===== config.mk =====
export PLATFORM = sky130hd
export DESIGN_NAME = analog_watchdog_threshold_peak
export DESIGN_NICKNAME = d
export VERILOG_FILES = /design/src/core/awd_pkg.sv /design/src/core/analog_watchdog_threshold_peak.sv /design/src/core/window_watch.sv
export SDC_FILE = /design/constraint.sdc
export NUM_CORES = 1
export LEC_CHECK = 0
export ABC_AREA = 1
export BUFFER_PORTS_ARGS = -buffer_cell sky130_fd_sc_hd__buf_4
export CAP_MARGIN = 20
export CORE_MARGIN = 5
export CORE_UTILIZATION = 45
export CTS_CLUSTER_DIAMETER = 120
export DETAILED_ROUTE_END_ITERATION = 8
export REMOVE_ABC_BUFFERS = 1
export SETUP_SLACK_MARGIN = 0.02
export SLEW_MARGIN = 5
export SYNTH_ARGS = -nofsm -noshare
export SYNTH_HDL_FRONTEND = slang
export SYNTH_SLANG_ARGS = --single-unit

===== constraint.sdc =====
create_clock -name i_mclk -period 7.7 [get_ports i_mclk]
set_input_delay 0.385 -clock i_mclk [delete_from_list [all_inputs] [get_ports i_mclk]]
set_output_delay 0.385 -clock i_mclk [all_outputs]
set_load 0.02 [all_outputs]

===== src/core/awd_pkg.sv =====
package awd_pkg;

  localparam int CODE_W = 12;
  localparam int NUM_CH = 8;
  localparam int NUM_WATCH = 2;
  localparam int NUM_PEAK = 2;
  localparam logic [2:0] WATCH_CH_FIRST = 3'h6;
  localparam logic [2:0] PEAK_CH_FIRST = 3'h0;

  // Register offsets, one byte each
  localparam logic [7:0] OFS_CH6_HYST = 8'h38;
  localparam logic [7:0] OFS_CH6_HIGH = 8'h39;
  localparam logic [7:0] OFS_CH6_EVT = 8'h3A;
  localparam logic [7:0] OFS_CH6_LOW = 8'h3B;
  localparam logic [7:0] OFS_CH7_HYST = 8'h3C;
  localparam logic [7:0] OFS_CH7_HIGH = 8'h3D;
  localparam logic [7:0] OFS_CH7_EVT = 8'h3E;
  localparam logic [7:0] OFS_CH7_LOW = 8'h3F;
  localparam logic [7:0] OFS_CH0_PEAK_LO = 8'h60;
  localparam logic [7:0] OFS_CH0_PEAK_HI = 8'h61;
  localparam logic [7:0] OFS_CH1_PEAK_LO = 8'h62;
  localparam logic [7:0] OFS_CH1_PEAK_HI = 8'h63;
  localparam logic [7:0] OFS_EVT_STATUS = 8'h70;
  localparam logic [7:0] OFS_EVT_MASK = 8'h71;

  localparam logic [7:0] OFS_HYST [NUM_WATCH] = '{OFS_CH6_HYST, OFS_CH7_HYST};
  localparam logic [7:0] OFS_HIGH [NUM_WATCH] = '{OFS_CH6_HIGH, OFS_CH7_HIGH};
  localparam logic [7:0] OFS_EVT [NUM_WATCH] = '{OFS_CH6_EVT, OFS_CH7_EVT};
  localparam logic [7:0] OFS_LOW [NUM_WATCH] = '{OFS_CH6_LOW, OFS_CH7_LOW};
  localparam logic [7:0] OFS_PEAK_LO [NUM_PEAK] =
    '{OFS_CH0_PEAK_LO, OFS_CH1_PEAK_LO};
  localparam logic [7:0] OFS_PEAK_HI [NUM_PEAK] =
    '{OFS_CH0_PEAK_HI, OFS_CH1_PEAK_HI};

  // Reset values
  localparam logic [7:0] RST_HYST = 8'hF0;
  localparam logic [7:0] RST_HIGH = 8'hFF;
  localparam logic [7:0] RST_EVT = 8'h00;
  localparam logic [7:0] RST_LOW = 8'h00;
  localparam logic [3:0] RST_STATUS = 4'h0;
  localparam logic [3:0] RST_MASK = 4'h0;
  localparam logic [CODE_W-1:0] PEAK_CLEAR = 12'h000;

  // Field positions within the byte registers, hysteresis scaling and the full-scale code
  localparam int NIB_HI_MSB = 7;
  localparam int NIB_HI_LSB = 4;
  localparam int NIB_LO_MSB = 3;
  localparam int NIB_LO_LSB = 0;
  localparam int HYST_SHIFT = 3;
  localparam int HYST_W = 7;
  localparam logic [CODE_W-1:0] CODE_MAX = 12'hFFF;

  // Status bit layout: two bits per watched channel
  localparam int STAT_W = 2 * NUM_WATCH;
  localparam int STAT_HIGH_OFS = 0;
  localparam int STAT_LOW_OFS = 1;

  typedef struct packed {
    logic valid;
    logic [2:0] ch;
    logic [CODE_W-1:0] code;
  } result_t;

  typedef struct packed {
    logic [7:0] high_byte;
    logic [3:0] high_nib;
    logic [7:0] low_byte;
    logic [3:0] low_nib;
    logic [3:0] hyst;
    logic [3:0] count;
  } watch_cfg_t;

endpackage


===== src/core/analog_watchdog_threshold_peak.sv =====
`timescale 1ns/1ps
module analog_watchdog_threshold_peak (
  input wire logic i_mclk,
  input wire logic i_rst,
  input wire awd_pkg::result_t i_result,
  input wire logic [awd_pkg::NUM_CH-1:0] i_analog_en,
  input wire logic [7:0] i_addr,
  input wire logic [7:0] i_wdata,
  input wire logic i_wr,
  input wire logic i_rd,
  output logic [7:0] o_rdata,
  output logic o_irq,
  output logic [awd_pkg::STAT_W-1:0] o_event_status
);

  logic [7:0] hyst_reg [awd_pkg::NUM_WATCH];
  logic [7:0] high_reg [awd_pkg::NUM_WATCH];
  logic [7:0] evt_reg [awd_pkg::NUM_WATCH];
  logic [7:0] low_reg [awd_pkg::NUM_WATCH];
  logic [awd_pkg::CODE_W-1:0] peak_reg [awd_pkg::NUM_PEAK];
  logic [awd_pkg::STAT_W-1:0] status_reg;
  logic [awd_pkg::STAT_W-1:0] mask_reg;
  logic [awd_pkg::STAT_W-1:0] event_set;
  logic [7:0] rdata_next;
  logic [awd_pkg::NUM_CH-1:0] sample_ch;

  always_comb
  begin
    sample_ch = '0;
    if (i_result.valid && i_analog_en[i_result.ch])
      sample_ch[i_result.ch] = 1'b1;
  end

  genvar k;
  generate
    for (k = 0; k < awd_pkg::NUM_WATCH; k++)
    begin : g_watch
      localparam int CH = int'(awd_pkg::WATCH_CH_FIRST) + k;
      awd_pkg::watch_cfg_t cfg;

      always_ff @(posedge i_mclk or posedge i_rst)
      begin
        if (i_rst)
        begin
          high_reg[k] <= awd_pkg::RST_HIGH;
          low_reg[k] <= awd_pkg::RST_LOW;
        end
        else if (i_wr)
        begin
          if (i_addr == awd_pkg::OFS_HIGH[k])
            high_reg[k] <= i_wdata;
          if (i_addr == awd_pkg::OFS_LOW[k])
            low_reg[k] <= i_wdata;
        end
      end

      always_ff @(posedge i_mclk or posedge i_rst)
      begin
        if (i_rst)
        begin
          hyst_reg[k] <= awd_pkg::RST_HYST;
          evt_reg[k] <= awd_pkg::RST_EVT;
        end
        else if (i_wr)
        begin
          if (i_addr == awd_pkg::OFS_HYST[k])
            hyst_reg[k] <= i_wdata;
          if (i_addr == awd_pkg::OFS_EVT[k])
            evt_reg[k] <= i_wdata;
        end
      end

      assign cfg = '{
        high_byte: high_reg[k],
        high_nib: hyst_reg[k][awd_pkg::NIB_HI_MSB:awd_pkg::NIB_HI_LSB],
        low_byte: low_reg[k],
        low_nib: evt_reg[k][awd_pkg::NIB_HI_MSB:awd_pkg::NIB_HI_LSB],
        hyst: hyst_reg[k][awd_pkg::NIB_LO_MSB:awd_pkg::NIB_LO_LSB],
        count: evt_reg[k][awd_pkg::NIB_LO_MSB:awd_pkg::NIB_LO_LSB]
      };

      window_watch u_watch (
        .i_mclk(i_mclk),
        .i_rst(i_rst),
        .i_cfg(cfg),
        .i_sample(sample_ch[CH]),
        .i_code(i_result.code),
        .o_high_event(event_set[2*k+awd_pkg::STAT_HIGH_OFS]),
        .o_low_event(event_set[2*k+awd_pkg::STAT_LOW_OFS])
      );
    end

    for (k = 0; k < awd_pkg::NUM_PEAK; k++)
    begin : g_peak
      localparam int CH = int'(awd_pkg::PEAK_CH_FIRST) + k;
      logic rd_hit;
      logic [awd_pkg::CODE_W-1:0] base;

      assign rd_hit = i_rd && (i_addr == awd_pkg::OFS_PEAK_LO[k] ||
                               i_addr == awd_pkg::OFS_PEAK_HI[k]);
      assign base = rd_hit ? awd_pkg::PEAK_CLEAR : peak_reg[k];

      // keep largest code
      // A sample in the read cycle is kept, so no peak is lost
      always_ff @(posedge i_mclk or posedge i_rst)
      begin
        if (i_rst)
          peak_reg[k] <= awd_pkg::PEAK_CLEAR;
        else if (sample_ch[CH] && i_result.code > base)
          peak_reg[k] <= i_result.code;
        else
          peak_reg[k] <= base;
      end
    end
  endgenerate

  // sticky event flags
  // Hardware set wins over a write-one clear in the same cycle
  always_ff @(posedge i_mclk or posedge i_rst)
  begin
    if (i_rst)
      status_reg <= awd_pkg::RST_STATUS;
    else if (i_wr && i_addr == awd_pkg::OFS_EVT_STATUS)
      status_reg <= (status_reg & ~i_wdata[awd_pkg::STAT_W-1:0]) | event_set;
    else
      status_reg <= status_reg | event_set;
  end

  always_ff @(posedge i_mclk or posedge i_rst)
  begin
    if (i_rst)
      mask_reg <= awd_pkg::RST_MASK;
    else if (i_wr && i_addr == awd_pkg::OFS_EVT_MASK)
      mask_reg <= i_wdata[awd_pkg::STAT_W-1:0];
  end

  assign o_irq = |(status_reg & mask_reg);
  assign o_event_status = status_reg;

  // Read mux; peak bytes show the value before the clear lands
  always_comb
  begin
    rdata_next = 8'h00;
    for (int w = 0; w < awd_pkg::NUM_WATCH; w++)
    begin
      if (i_addr == awd_pkg::OFS_HYST[w])
        rdata_next = hyst_reg[w];
      if (i_addr == awd_pkg::OFS_HIGH[w])
        rdata_next = high_reg[w];
      if (i_addr == awd_pkg::OFS_EVT[w])
        rdata_next = evt_reg[w];
      if (i_addr == awd_pkg::OFS_LOW[w])
        rdata_next = low_reg[w];
    end
    for (int p = 0; p < awd_pkg::NUM_PEAK; p++)
    begin
      if (i_addr == awd_pkg::OFS_PEAK_LO[p])
        rdata_next = peak_reg[p][7:0];
      if (i_addr == awd_pkg::OFS_PEAK_HI[p])
        rdata_next = {4'h0, peak_reg[p][awd_pkg::CODE_W-1:8]};
    end
    if (i_addr == awd_pkg::OFS_EVT_STATUS)
      rdata_next = {{(8-awd_pkg::STAT_W){1'b0}}, status_reg};
    if (i_addr == awd_pkg::OFS_EVT_MASK)
      rdata_next = {{(8-awd_pkg::STAT_W){1'b0}}, mask_reg};
  end

  // Read data stand only in the cycle after the strobe
  always_ff @(posedge i_mclk or posedge i_rst)
  begin
    if (i_rst)
      o_rdata <= 8'h00;
    else if (i_rd)
      o_rdata <= rdata_next;
    else
      o_rdata <= 8'h00;
  end

endmodule


===== src/core/window_watch.sv =====
`timescale 1ns/1ps
module window_watch (
  input wire logic i_mclk,
  input wire logic i_rst,
  input wire awd_pkg::watch_cfg_t i_cfg,
  input wire logic i_sample,
  input wire logic [awd_pkg::CODE_W-1:0] i_code,
  output logic o_high_event,
  output logic o_low_event
);

  logic [awd_pkg::CODE_W-1:0] hi_th;
  logic [awd_pkg::CODE_W-1:0] lo_th;
  logic [awd_pkg::CODE_W-1:0] hyst_amt;
  logic [awd_pkg::CODE_W-1:0] hi_release;
  logic [awd_pkg::CODE_W:0] lo_sum;
  logic [awd_pkg::CODE_W-1:0] lo_release;
  logic above;
  logic below;
  logic alarm_hi_reg;
  logic alarm_lo_reg;
  logic [3:0] cnt_hi_reg;
  logic [3:0] cnt_lo_reg;

  assign hi_th = {i_cfg.high_byte, i_cfg.high_nib};
  assign lo_th = {i_cfg.low_byte, i_cfg.low_nib};
  assign hyst_amt = {{(awd_pkg::CODE_W-awd_pkg::HYST_W){1'b0}},
                     i_cfg.hyst, {awd_pkg::HYST_SHIFT{1'b0}}};
  assign hi_release = (hi_th > hyst_amt) ? hi_th - hyst_amt : '0;
  assign lo_sum = {1'b0, lo_th} + {1'b0, hyst_amt};
  // Saturate so a margin near full scale never wraps to a tiny value
  assign lo_release = lo_sum[awd_pkg::CODE_W] ? awd_pkg::CODE_MAX
                                              : lo_sum[awd_pkg::CODE_W-1:0];
  assign above = i_code > hi_th;
  assign below = i_code < lo_th;

  always_ff @(posedge i_mclk or posedge i_rst)
  begin
    if (i_rst)
    begin
      alarm_hi_reg <= 1'b0;
      cnt_hi_reg <= 4'h0;
      o_high_event <= 1'b0;
    end
    else
    begin
      o_high_event <= 1'b0;
      if (i_sample)
      begin
        if (alarm_hi_reg)
        begin
          cnt_hi_reg <= 4'h0;
          if (i_code < hi_release)
            alarm_hi_reg <= 1'b0;
        end
        else if (above)
        begin
          if (cnt_hi_reg == i_cfg.count)
          begin
            o_high_event <= 1'b1;
            alarm_hi_reg <= 1'b1;
            cnt_hi_reg <= 4'h0;
          end
          else
            cnt_hi_reg <= cnt_hi_reg + 4'h1;
        end
        else
          cnt_hi_reg <= 4'h0;
      end
    end
  end

  always_ff @(posedge i_mclk or posedge i_rst)
  begin
    if (i_rst)
    begin
      alarm_lo_reg <= 1'b0;
      cnt_lo_reg <= 4'h0;
      o_low_event <= 1'b0;
    end
    else
    begin
      o_low_event <= 1'b0;
      if (i_sample)
      begin
        if (alarm_lo_reg)
        begin
          cnt_lo_reg <= 4'h0;
          if (i_code > lo_release)
            alarm_lo_reg <= 1'b0;
        end
        else if (below)
        begin
          if (cnt_lo_reg == i_cfg.count)
          begin
            o_low_event <= 1'b1;
            alarm_lo_reg <= 1'b1;
            cnt_lo_reg <= 4'h0;
          end
          else
            cnt_lo_reg <= cnt_lo_reg + 4'h1;
        end
        else
          cnt_lo_reg <= 4'h0;
      end
    end
  end

endmodule


==> summary.txt, run 1 <==
Hold WC Path Type - primary input to async pin
# fillers - 2144
die width - 160 um
minimum clock period after layout - 3.22 ns
post-route cell area - 11400 sq um
Final Routed Wirelength - 30.2 mm
Syn. warnings - 0
CTS Buf Count - 17
post_cts resized - 0
hold_buf cts - 0
post-placement cell area - 10700 sq um
RSZ-0062 raised after global routing - no
main combinational cell family by area after synthesis - simple AND/OR/NAND/NOR gates
endpoints failing hold - 0
most frequent cells in the layout - nand2_1 (318), inv_1 (168), ha_1 (136)
final worst setup slack - 4.48 ns
first-pass GRT wire length - 48.0 mm
WP data arrival - 3.54 ns
Worst Setup End Kind - flop
# DRC - 0
register area share after synthesis - 32.1%
Adder-Cell Fraction of Synth Area - 17.7%
Chip Height - 160 um
Static Leak - 5.34 nW
CP Launch Type - flop
area of the multi-input gates - 6060 sq um
Post-synth EDFFs - 0
1st-pass router iterations - 5
Iteration-0 DRC Markers - 713
CP startpoint - g_watch[0].cfg[5]
CTS Sinks - 128
row count - 54
clk buf depth - 2
post-route ant nets - 0
largest net degree at the start of global routing - 68
Compound-Gate Fraction of Synth Area - 15.4%
Clock Skews - 0.00889 ns
Yosys reg bits - 128
Initial Utilization - 45.9%
DP Wirelength - 22.4 mm
antenna violations before repair - 0
worst setup path end - g_watch[0].u_watch.alarm_hi_reg
CP Max Fanout - 11
vias in the first global route - 8708
overall power - 2.35 mW
worst setup path class - flop to flop
clk slew on worst S/H paths - 0.06 ns
post-synthesis mux area share - 0%
commonest non-fill, non-tap cell in the layout - nand2_1
pins over their slew limit - 0
Synth Flop Type - dfrtp_1
Root Buffer - clkbuf_16
worst-margin pin slew - 0.878 ns
top achievable clock speed - 310 MHz
R2R Path End - g_watch[0].u_watch.alarm_hi_reg
FFs w/ async S/R, synth - 100%
htree depth - 4
post-synthesis simple-gate area fraction - 24.6%
Avg Cell Area, Syn - 7.45 sq um
Required @ worst endpoint - 8.02 ns
Synth Instances - 1353
Setup TNS - 0 ns
crit share post-route - 41.9%
routed vias - 9137
Layout Nets - 1590
WL/cell - 17.8 um
clk_lat worst skew - 0.43 ns
Core Region - 22000 sq um
Syn Std Cell Area - 10100 sq um
max FFs per register - 48
FF-to-FF setup slack - 4.48 ns
max_cap viols - 0
Post-Synth XOR/XNOR Area - 2.43%
maximum VDD drop - 0.116 mV
GRT overflow - 0
Yosys cell types - 44
worst r2r src - g_watch[0].cfg[5]
FF/Latch Area - 3230 sq um
PortBufs - 56
# Post-CTS Setup Buffers - 0
share of layout cells above drive strength 1 - 11.6%
Reg2Reg Depth - 18
CTS tree - done
final hold slack - 0.0400 ns
status - finished, final reports clean
total track usage - 24.1%
Layout Area Growth over Synthesis - 12.8%
Worst slew margin - 41.5%
die area - 25500 sq um
I/O pin cnt - 57
PD cells - 207 nW/um^2
RD Place Congestion - 0.890
Via density - 5.38
post-place setup slack - 4.24 ns
ant diodes - 0
Finish-stage setup viols - 0
==> per-layer routing <==
layer / global-route usage, % / part of all wire (%)
met1: 32.8 / 45
met3: 3.63 / 5.6
met4: 7.50 / 2.7
met2: 39.7 / 47
met5: 0 / 0
==> through the flow <==
step | utilization, % | instances
after floorplan | - | 1330
after global placement | 48.9 | 1667
after detailed placement | 48.9 | 1667
after CTS | 51.7 | 1699
after global routing | 51.7 | 1699
final | 51.7 | 1699
==> worst min path at each step <==
stage                               startpoint           endpoint  depth (start not counted)
6_report                                 i_rst       peak_reg[17]                          2
2_1_floorplan  g_watch[0].u_watch.o_high_event  o_event_status[0]                          2
5_1_grt                                  i_rst       peak_reg[17]                          2
3_5_place_dp   g_watch[1].u_watch.o_high_event  o_event_status[2]                          1
4_1_cts                                  i_rst       peak_reg[17]                          2
3_3_place_gp    g_watch[1].u_watch.o_low_event  o_event_status[3]                          1
==> where the power goes <==
| part | internal [mW] | total, mW | switching (mW) | leakage, nW |
|---|---|---|---|---|
| clock | 0.546 | 0.881 | 0.335 | 0.305 |
| combinational | 0.238 | 0.607 | 0.369 | 3.44 |
| sequential | 0.777 | 0.864 | 0.0868 | 1.60 |
==> worst max-delay path: stages, from the launching register on <==
cell      delay [ns]
dfrtp_1         0.51
inv_1           0.08
ha_1            0.28
nand2_1         0.06
nor3_1          0.19
nand2_1         0.08
o211ai_1        0.14
nand2_1         0.08
nand2_1         0.29
nand3_1         0.14
ha_1            0.31
a21oi_1         0.13
nor2_1          0.05
a211oi_1        0.21
o221ai_1        0.26
nor2_1          0.14
nand2_1         0.06
nand2_1         0.05
nand2_1         0.04
==> cell type report <==
class | instances | area share (%)
clock inverters | 15 | 1.82
multi-input cells | 1028 | 53.3
flip-flops and latches | 128 | 28.5
well taps | 280 | 3.08
clock buffers | 17 | 3.74
inverters | 174 | 5.79
repair buffers | 57 | 3.77
==> synthesized netlist by cell type (all sizes together), types with 4 or more instances <==
| master | number | area (sq um) |
|---|---|---|
| inv | 174 | 653 |
| or2 | 24 | 150 |
| nor3 | 14 | 75.1 |
| xor2 | 12 | 105 |
| o21ai | 135 | 676 |
| nor2 | 128 | 543 |
| nand3 | 44 | 230 |
| a21oi | 108 | 548 |
| o22ai | 6 | 37.5 |
| fa | 4 | 80.1 |
| o221ai | 4 | 35.0 |
| nor4 | 5 | 31.3 |
| a211oi | 8 | 60.1 |
| o211ai | 8 | 60.1 |
| clkbuf | 9 | 33.8 |
| nand4 | 32 | 200 |
| dfrtp | 104 | 2600 |
| dfstp | 24 | 631 |
| nand2 | 324 | 1240 |
| buf | 14 | 91.3 |
| ha | 136 | 1700 |
| a21boi | 4 | 30.0 |
| xnor2 | 16 | 140 |
| o21bai | 6 | 45.0 |
==> logic make-up (layout without fill, tap and decap cells) <==
family / Yosys count / in the layout
fa+ha+maj: 140 / 140
compound gates: 287 / 287
xor+xnor: 28 / 28
flops: 128 / 128
simple gates: 573 / 573
buf+inv: 197 / 263
No activity file was read; power rests on OpenSTA's default activity.
==> run 2: changes to the inputs <==
==> constraint.sdc (replaced) <==
create_clock -name i_mclk -period 3.15 [get_ports i_mclk]
set_input_delay 0.1575 -clock i_mclk [delete_from_list [all_inputs] [get_ports i_mclk]]
set_output_delay 0.1575 -clock i_mclk [all_outputs]
set_load 0.02 [all_outputs]
==> summary.txt, run 2 (same netlist as run 1, synthesis figures left out) <==
max_cap viols - 0 (unchanged)
Hold WC Path Type - primary input to flop (was primary input to async pin)
post-route ant nets - 0 (unchanged)
largest net degree at the start of global routing - 62 (was 68)
most frequent cells in the layout - nand2_1 (318), inv_1 (166), ha_1 (131) (was nand2_1 (318), inv_1 (168), ha_1 (136))
WHS Endpoint - o_rdata[0]
final worst setup slack - 0.170 ns (was 4.48 ns)
Static Leak - 5.42 nW (was 5.34 nW)
Required @ worst endpoint - 3.45 ns (was 8.02 ns)
Power Internal - 3.71 mW (was 1.56 mW)
antenna violations before repair - 0 (unchanged)
Root Buffer - clkbuf_16 (unchanged)
worst r2r src - g_watch[0].cfg[6] (was g_watch[0].cfg[5])
CP max stage delay - 0.44 ns (was 0.51 ns)
WP data arrival - 3.28 ns (was 3.54 ns)
Finish-stage setup viols - 0 (unchanged)
Via density - 5.47 (was 5.38)
Sequential Power Share - 37.1% (was 36.7%)
top achievable clock speed - 336 MHz (was 310 MHz)
grt met3 use - 3.99% (was 3.63%)
Clock Skews - 0.0106 ns (was 0.00889 ns)
PD cells - 484 nW/um^2 (was 207 nW/um^2)
final std cells w/o fill - 1724 (was 1699)
1st-pass router iterations - 5 (unchanged)
die area - 25500 sq um (unchanged)
R2R Path End - g_watch[0].u_watch.alarm_lo_reg (was g_watch[0].u_watch.alarm_hi_reg)
commonest non-fill, non-tap cell in the layout - nand2_1 (unchanged)
DP Wirelength - 22.9 mm (was 22.4 mm)
ant diodes - 0 (unchanged)
CP startpoint - g_watch[0].cfg[6] (was g_watch[0].cfg[5])
crit share post-route - 94.6% (was 41.9%)
WL/cell - 18.2 um (was 17.8 um)
pins over their slew limit - 0 (unchanged)
# DRC - 0 (unchanged)
clk_lat worst skew - 0.43 ns (about the same)
share of layout cells above drive strength 1 - 15.1% (was 11.6%)
met1 usage - 32.4% (was 32.8%)
max FFs per register - 48 (unchanged)
Layout Area Growth over Synthesis - 15.6% (was 12.8%)
CP Max Fanout - 5 (was 11)
worst setup path class - flop to flop (unchanged)
routed vias - 9427 (was 9137)
Hold Crit Depth - 3
FF-to-FF setup slack - 0.17 ns (was 4.48 ns)
Post-Place Cells - 1681 (was 1667)
busiest layer in global routing - met2 (unchanged)
Slowest cell on crit path - dfrtp_2 (was dfrtp_1)
CTS Sinks - 128 (unchanged)
CP Launch Type - flop (unchanged)
met2 Use GR - 42.0% (was 39.7%)
Final Routed Wirelength - 31.5 mm (was 30.2 mm)
Worst Setup End Kind - flop (unchanged)
htree depth - 4 (unchanged)
post-place setup slack - 0.0261 ns (was 4.24 ns)
minimum clock period after layout - 2.98 ns (was 3.22 ns)
RD Place Congestion - 0.919 (was 0.890)
endpoints failing hold - 0 (unchanged)
Reg2Reg Depth - 17 (was 18)
Chip Height - 160 um (unchanged)
combinational share of power - 27.6% (was 25.8%)
Core Region - 22000 sq um (unchanged)
# fillers - 2193 (was 2144)
Worst slew margin - 52.1% (was 41.5%)
RSZ-0062 raised after global routing - yes (was no)
status - finished, final reports clean (unchanged)
die width - 160 um (unchanged)
clk slew on worst S/H paths - 0.06 ns (about the same)
vias in the first global route - 9238 (was 8708)
Iteration-0 DRC Markers - 576 (was 713)
Switching Share - 34.3% (was 33.6%)
CP cell instances - ha_4 -> a21oi_1 -> inv_1 -> a31oi_2 -> nor2_2 -> o21ai_2 -> nor2_2 -> nand3_2 -> clkinvlp_4 -> or2_2 -> ha_1 -> nor2_1 -> o21ai_0 -> a21boi_0 -> o21ai_0 -> o21ai_0 -> o21ai_1 (was inv_1 -> ha_1 -> nand2_1 -> nor3_1 -> nand2_1 -> o211ai_1 -> nand2_1 -> nand2_1 -> nand3_1 -> ha_1 -> a21oi_1 -> nor2_1 -> a211oi_1 -> o221ai_1 -> nor2_1 -> nand2_1 -> nand2_1 -> nand2_1)
first-pass GRT wire length - 49.9 mm (was 48.0 mm)
clk buf depth - 2 (unchanged)
GRT overflow - 0 (unchanged)
PortBufs - 56 (unchanged)
total track usage - 24.9% (was 24.1%)
CTS Buf Count - 17 (unchanged)
CTS tree - done (unchanged)
most frequent CP cell - o21ai_0 (was nand2_1)
Clock power frac - 35.2% (was 37.5%)
Layout Nets - 1615 (was 1590)
FF/Latch Area - 3240 sq um (was 3230 sq um)
row count - 54 (unchanged)
hold path start - i_rd
switching power - 1.94 mW (was 0.791 mW)
I/O pin cnt - 57 (unchanged)
Initial Utilization - 45.9% (unchanged)
maximum VDD drop - 0.323 mV (was 0.116 mV)
area of the multi-input gates - 6190 sq um (was 6060 sq um)
worst-margin pin slew - 0.716 ns (was 0.878 ns)
[run 2: timing repair]
item	4_1_cts	5_1_grt
hold buffers	4	0
endpoints found under the setup margin	0	4
setup buffers	0	6
resized for setup	0	41
endpoints found under the hold margin	55	0
[run 2: power groups by stage]
stage / clock [mW] / combinational (mW) / sequential [mW]
global placement: 0 / 1.47 / 2.12
floorplan: 0 / 1.09 / 2.05
finish: 1.99 / 1.56 / 2.10
CTS: 2.03 / 1.52 / 2.09
detailed placement: 0 / 1.51 / 2.12
global route: 2.09 / 1.82 / 2.12
[run 2: layer usage]
| layer | part of all wire, % | wire length, um |
|---|---|---|
| met1 | 45 | 14100 |
| met2 | 47 | 14800 |
| met3 | 5.2 | 1620 |
| met4 | 2.9 | 925 |
| met5 | 0 | 0 |
[run 2: final cells by class]
class | instances | share of cell area (%)
timing repair inverter | 1 | 0.0645
tap | 280 | 3.01
sequential | 128 | 27.8
clock inverter | 14 | 1.21
clock buffer | 18 | 3.77
multi-input combinational | 1028 | 53.1
timing repair buffer | 81 | 5.31
inverter | 174 | 5.67
[run 2: worst max-delay path, delay by kind of cell, from the launching register on]
| kind | cells | cell delay (ns) |
|---|---|---|
| AOI/OAI and AO/OA | 8 | 1.12 |
| adders and majority gates | 2 | 0.45 |
| buffers and inverters | 2 | 0.21 |
| DFF | 1 | 0.44 |
| and+or+nand+nor | 5 | 0.65 |
[run 2: per-stage QoR]
step	cell area [sq um]	util (%)	setup TNS [ns]	power (mW)	hold slack, ns
6_report	11600	53.0	0	5.64	0.0224
4_1_cts	11500	52.2	0	5.64	0.00836
3_3_place_gp	10800	49.4	0	3.59	0.297
3_5_place_dp	10800	49.4	0	3.63	0.278
5_1_grt	11600	53.0	-0.0245	6.04	0.0192
2_1_floorplan	9950	-	-39.56	3.14	0.278
[run 2: worst max path at each step]
stage	end	slack [ns]
after floorplan	evt_reg[0]	-0.38
after global placement	g_watch[0].u_watch.alarm_lo_reg	0.17
after detailed placement	g_watch[0].u_watch.alarm_lo_reg	0.03
after CTS	g_watch[0].u_watch.alarm_lo_reg	0.03
after global routing	g_watch[1].u_watch.alarm_lo_reg	-0.02
final	g_watch[0].u_watch.alarm_lo_reg	0.17
==> run 3: changes to the inputs <==
==> constraint.sdc (replaced) <==
create_clock -name i_mclk -period 2.5 [get_ports i_mclk]
set_input_delay 0.125 -clock i_mclk [delete_from_list [all_inputs] [get_ports i_mclk]]
set_output_delay 0.125 -clock i_mclk [all_outputs]
set_load 0.02 [all_outputs]
==> summary.txt, run 3 (same netlist as run 1, synthesis figures left out) <==
Worst slew margin - 60.1% (was 52.1%)
RD Place Congestion - 0.932 (was 0.919)
share of layout cells above drive strength 1 - 23.0% (was 15.1%)
FF-to-FF setup slack - -0.35 ns (was 0.17 ns)
Initial Utilization - 45.9% (unchanged)
Core Region - 22000 sq um (unchanged)
Worst Setup End Kind - flop (unchanged)
WP data arrival - 3.15 ns (was 3.28 ns)
maximum VDD drop - 0.461 mV (was 0.323 mV)
worst setup path class - flop to flop (unchanged)
Iteration-0 DRC Markers - 690 (was 576)
Final Routed Wirelength - 32.6 mm (was 31.5 mm)
top achievable clock speed - 351 MHz (was 336 MHz)
Hold WC Path Type - primary input to flop (unchanged)
final core occ - 57.7% (was 53.0%)
1st-pass router iterations - 5 (unchanged)
most frequent cells in the layout - nand2_1 (314), buf_4 (174), inv_1 (165) (was nand2_1 (318), inv_1 (166), ha_1 (131))
endpoints failing hold - 0 (unchanged)
PortBufs - 56 (unchanged)
switching power - 2.59 mW (was 1.94 mW)
Required @ worst endpoint - 2.80 ns (was 3.45 ns)
crit share post-route - 114% (was 94.6%)
final hold slack - 0.120 ns (was 0.0224 ns)
failing checks - negative setup slack
post-place setup slack - -0.476 ns (was 0.0261 ns)
Sequential Power Share - 34.6% (was 37.1%)
Finish-stage setup viols - 4 (was 0)
clk slew on worst S/H paths - 0.06 ns (about the same)
die width - 160 um (unchanged)
post-route ant nets - 0 (unchanged)
CTS Sinks - 128 (unchanged)
Power Internal - 5.02 mW (was 3.71 mW)
first-pass GRT wire length - 51.3 mm (was 49.9 mm)
Layout Area Growth over Synthesis - 25.9% (was 15.6%)
row count - 54 (unchanged)
vias in the first global route - 9457 (was 9238)
Via density - 5.41 (was 5.47)
status - finished, violations left (was finished, final reports clean)
metal3 WL - 1.82 mm (was 1.62 mm)
Switching Share - 34.1% (was 34.3%)
ant diodes - 0 (unchanged)
overall power - 7.61 mW (was 5.64 mW)
Layout Nets - 1716 (was 1615)
Clock power frac - 33.0% (was 35.2%)
RSZ-0062 raised after global routing - yes (unchanged)
DR WL met2 - 15.3 mm (was 14.8 mm)
max FFs per register - 48 (unchanged)
Root Buffer - clkbuf_16 (unchanged)
commonest non-fill, non-tap cell in the layout - nand2_1 (unchanged)
clk buf depth - 2 (unchanged)
PD cells - 600 nW/um^2 (was 484 nW/um^2)
minimum clock period after layout - 2.85 ns (was 2.98 ns)
antenna violations before repair - 0 (unchanged)
# DRC - 0 (unchanged)
Chip Height - 160 um (unchanged)
final std cells w/o fill - 1824 (was 1724)
worst-margin pin slew - 0.598 ns (was 0.716 ns)
routed vias - 9860 (was 9427)
I/O pin cnt - 57 (unchanged)
pins over their slew limit - 0 (unchanged)
htree depth - 4 (unchanged)
total track usage - 25.5% (was 24.9%)
DP Wirelength - 23.6 mm (was 22.9 mm)
clk_lat worst skew - 0.43 ns (about the same)
wl on met1 - 14.3 mm (was 14.1 mm)
top sig layer - met4 (unchanged)
Static Leak - 5.96 nW (was 5.42 nW)
combinational share of power - 32.5% (was 27.6%)
final worst setup slack - -0.353 ns (was 0.170 ns)
largest net degree at the start of global routing - 43 (was 62)
WL/cell - 17.9 um (was 18.2 um)
CTS Buf Count - 17 (unchanged)
Clock Skews - 0.0110 ns (was 0.0106 ns)
CP Launch Type - flop (unchanged)
CTS tree - done (unchanged)
die area - 25500 sq um (unchanged)
CP Max Fanout - 5 (unchanged)
Post-Place Cells - 1770 (was 1681)
GRT overflow - 0 (unchanged)
max_cap viols - 0 (unchanged)
[run 3: critical path: stages (launching register included)]
cell and delay (ns):
dfrtp_1 0.39, buf_4 0.14, ha_4 0.28, a21oi_2 0.05
inv_1 0.05, a31oi_1 0.04, nor2_1 0.18, o21ai_2 0.10
nor2_2 0.14, nand3_2 0.16, inv_4 0.12, nor2_1 0.05
ha_1 0.30, nand4_1 0.13, nor3_2 0.15, a21boi_2 0.17
o21ai_1 0.07, o21ai_1 0.11, o21ai_1 0.08
[run 3: final timing paths]
check	startpoint	to	cells past startpoint
max	g_watch[0].cfg[6]	g_watch[0].u_watch.alarm_lo_reg	18
min	i_result[4]	peak_reg[16]	3
min in group asynchronous	i_rst	g_watch[1].cfg[12]	3
min reg2reg	g_watch[1].u_watch.o_high_event	o_event_status[2]	1
max reg2reg	g_watch[0].cfg[6]	g_watch[0].u_watch.alarm_lo_reg	18
max in group asynchronous	i_rst	o_event_status[1]	4
[run 3: what timing repair did]
| action | in CTS | in global routing |
|---|---|---|
| resized for setup | 53 | 45 |
| hold buffers | 5 | 0 |
| hold endpoints to repair | 42 | 0 |
| cloned | 1 | 0 |
| setup buffers | 6 | 11 |
| pin swaps | 24 | 31 |
| endpoints found under the setup margin | 4 | 25 |
[run 3: cell type report]
| cell class | instances | area (sq um) |
|---|---|---|
| clock buffer | 18 | 439 |
| clock inverter | 13 | 140 |
| fill | 2068 | 9280 |
| inverter | 174 | 663 |
| multi-input combinational | 1028 | 6440 |
| sequential | 128 | 3230 |
| tap | 280 | 350 |
| timing repair buffer | 182 | 1410 |
| timing repair inverter | 1 | 7.51 |
[run 3: power groups by stage]
stage                     logic, mW  registers, mW  clock network [mW]
after floorplan                1.38           2.58                   0
after global placement         2.16           2.65                   0
after detailed placement       2.22           2.66                   0
after CTS                      2.31           2.63                2.55
after global routing           2.84           2.67                2.64
final                          2.47           2.63                2.51
[run 3: stage by stage]
step | setup TNS, ns | area (sq um)
after global routing | -2.10 | 12700
after detailed placement | -4.06 | 11500
after floorplan | -106.82 | 9950
final | -1.20 | 12700
after global placement | -2.78 | 11500
after CTS | -1.12 | 12400
[run 3: per-layer routing]
metal	global-route usage, %	vias up
met4	9.35	0
met1	34.0	4657
met2	42.0	268
li1	-	4870
met5	0	-
met3	4.25	65
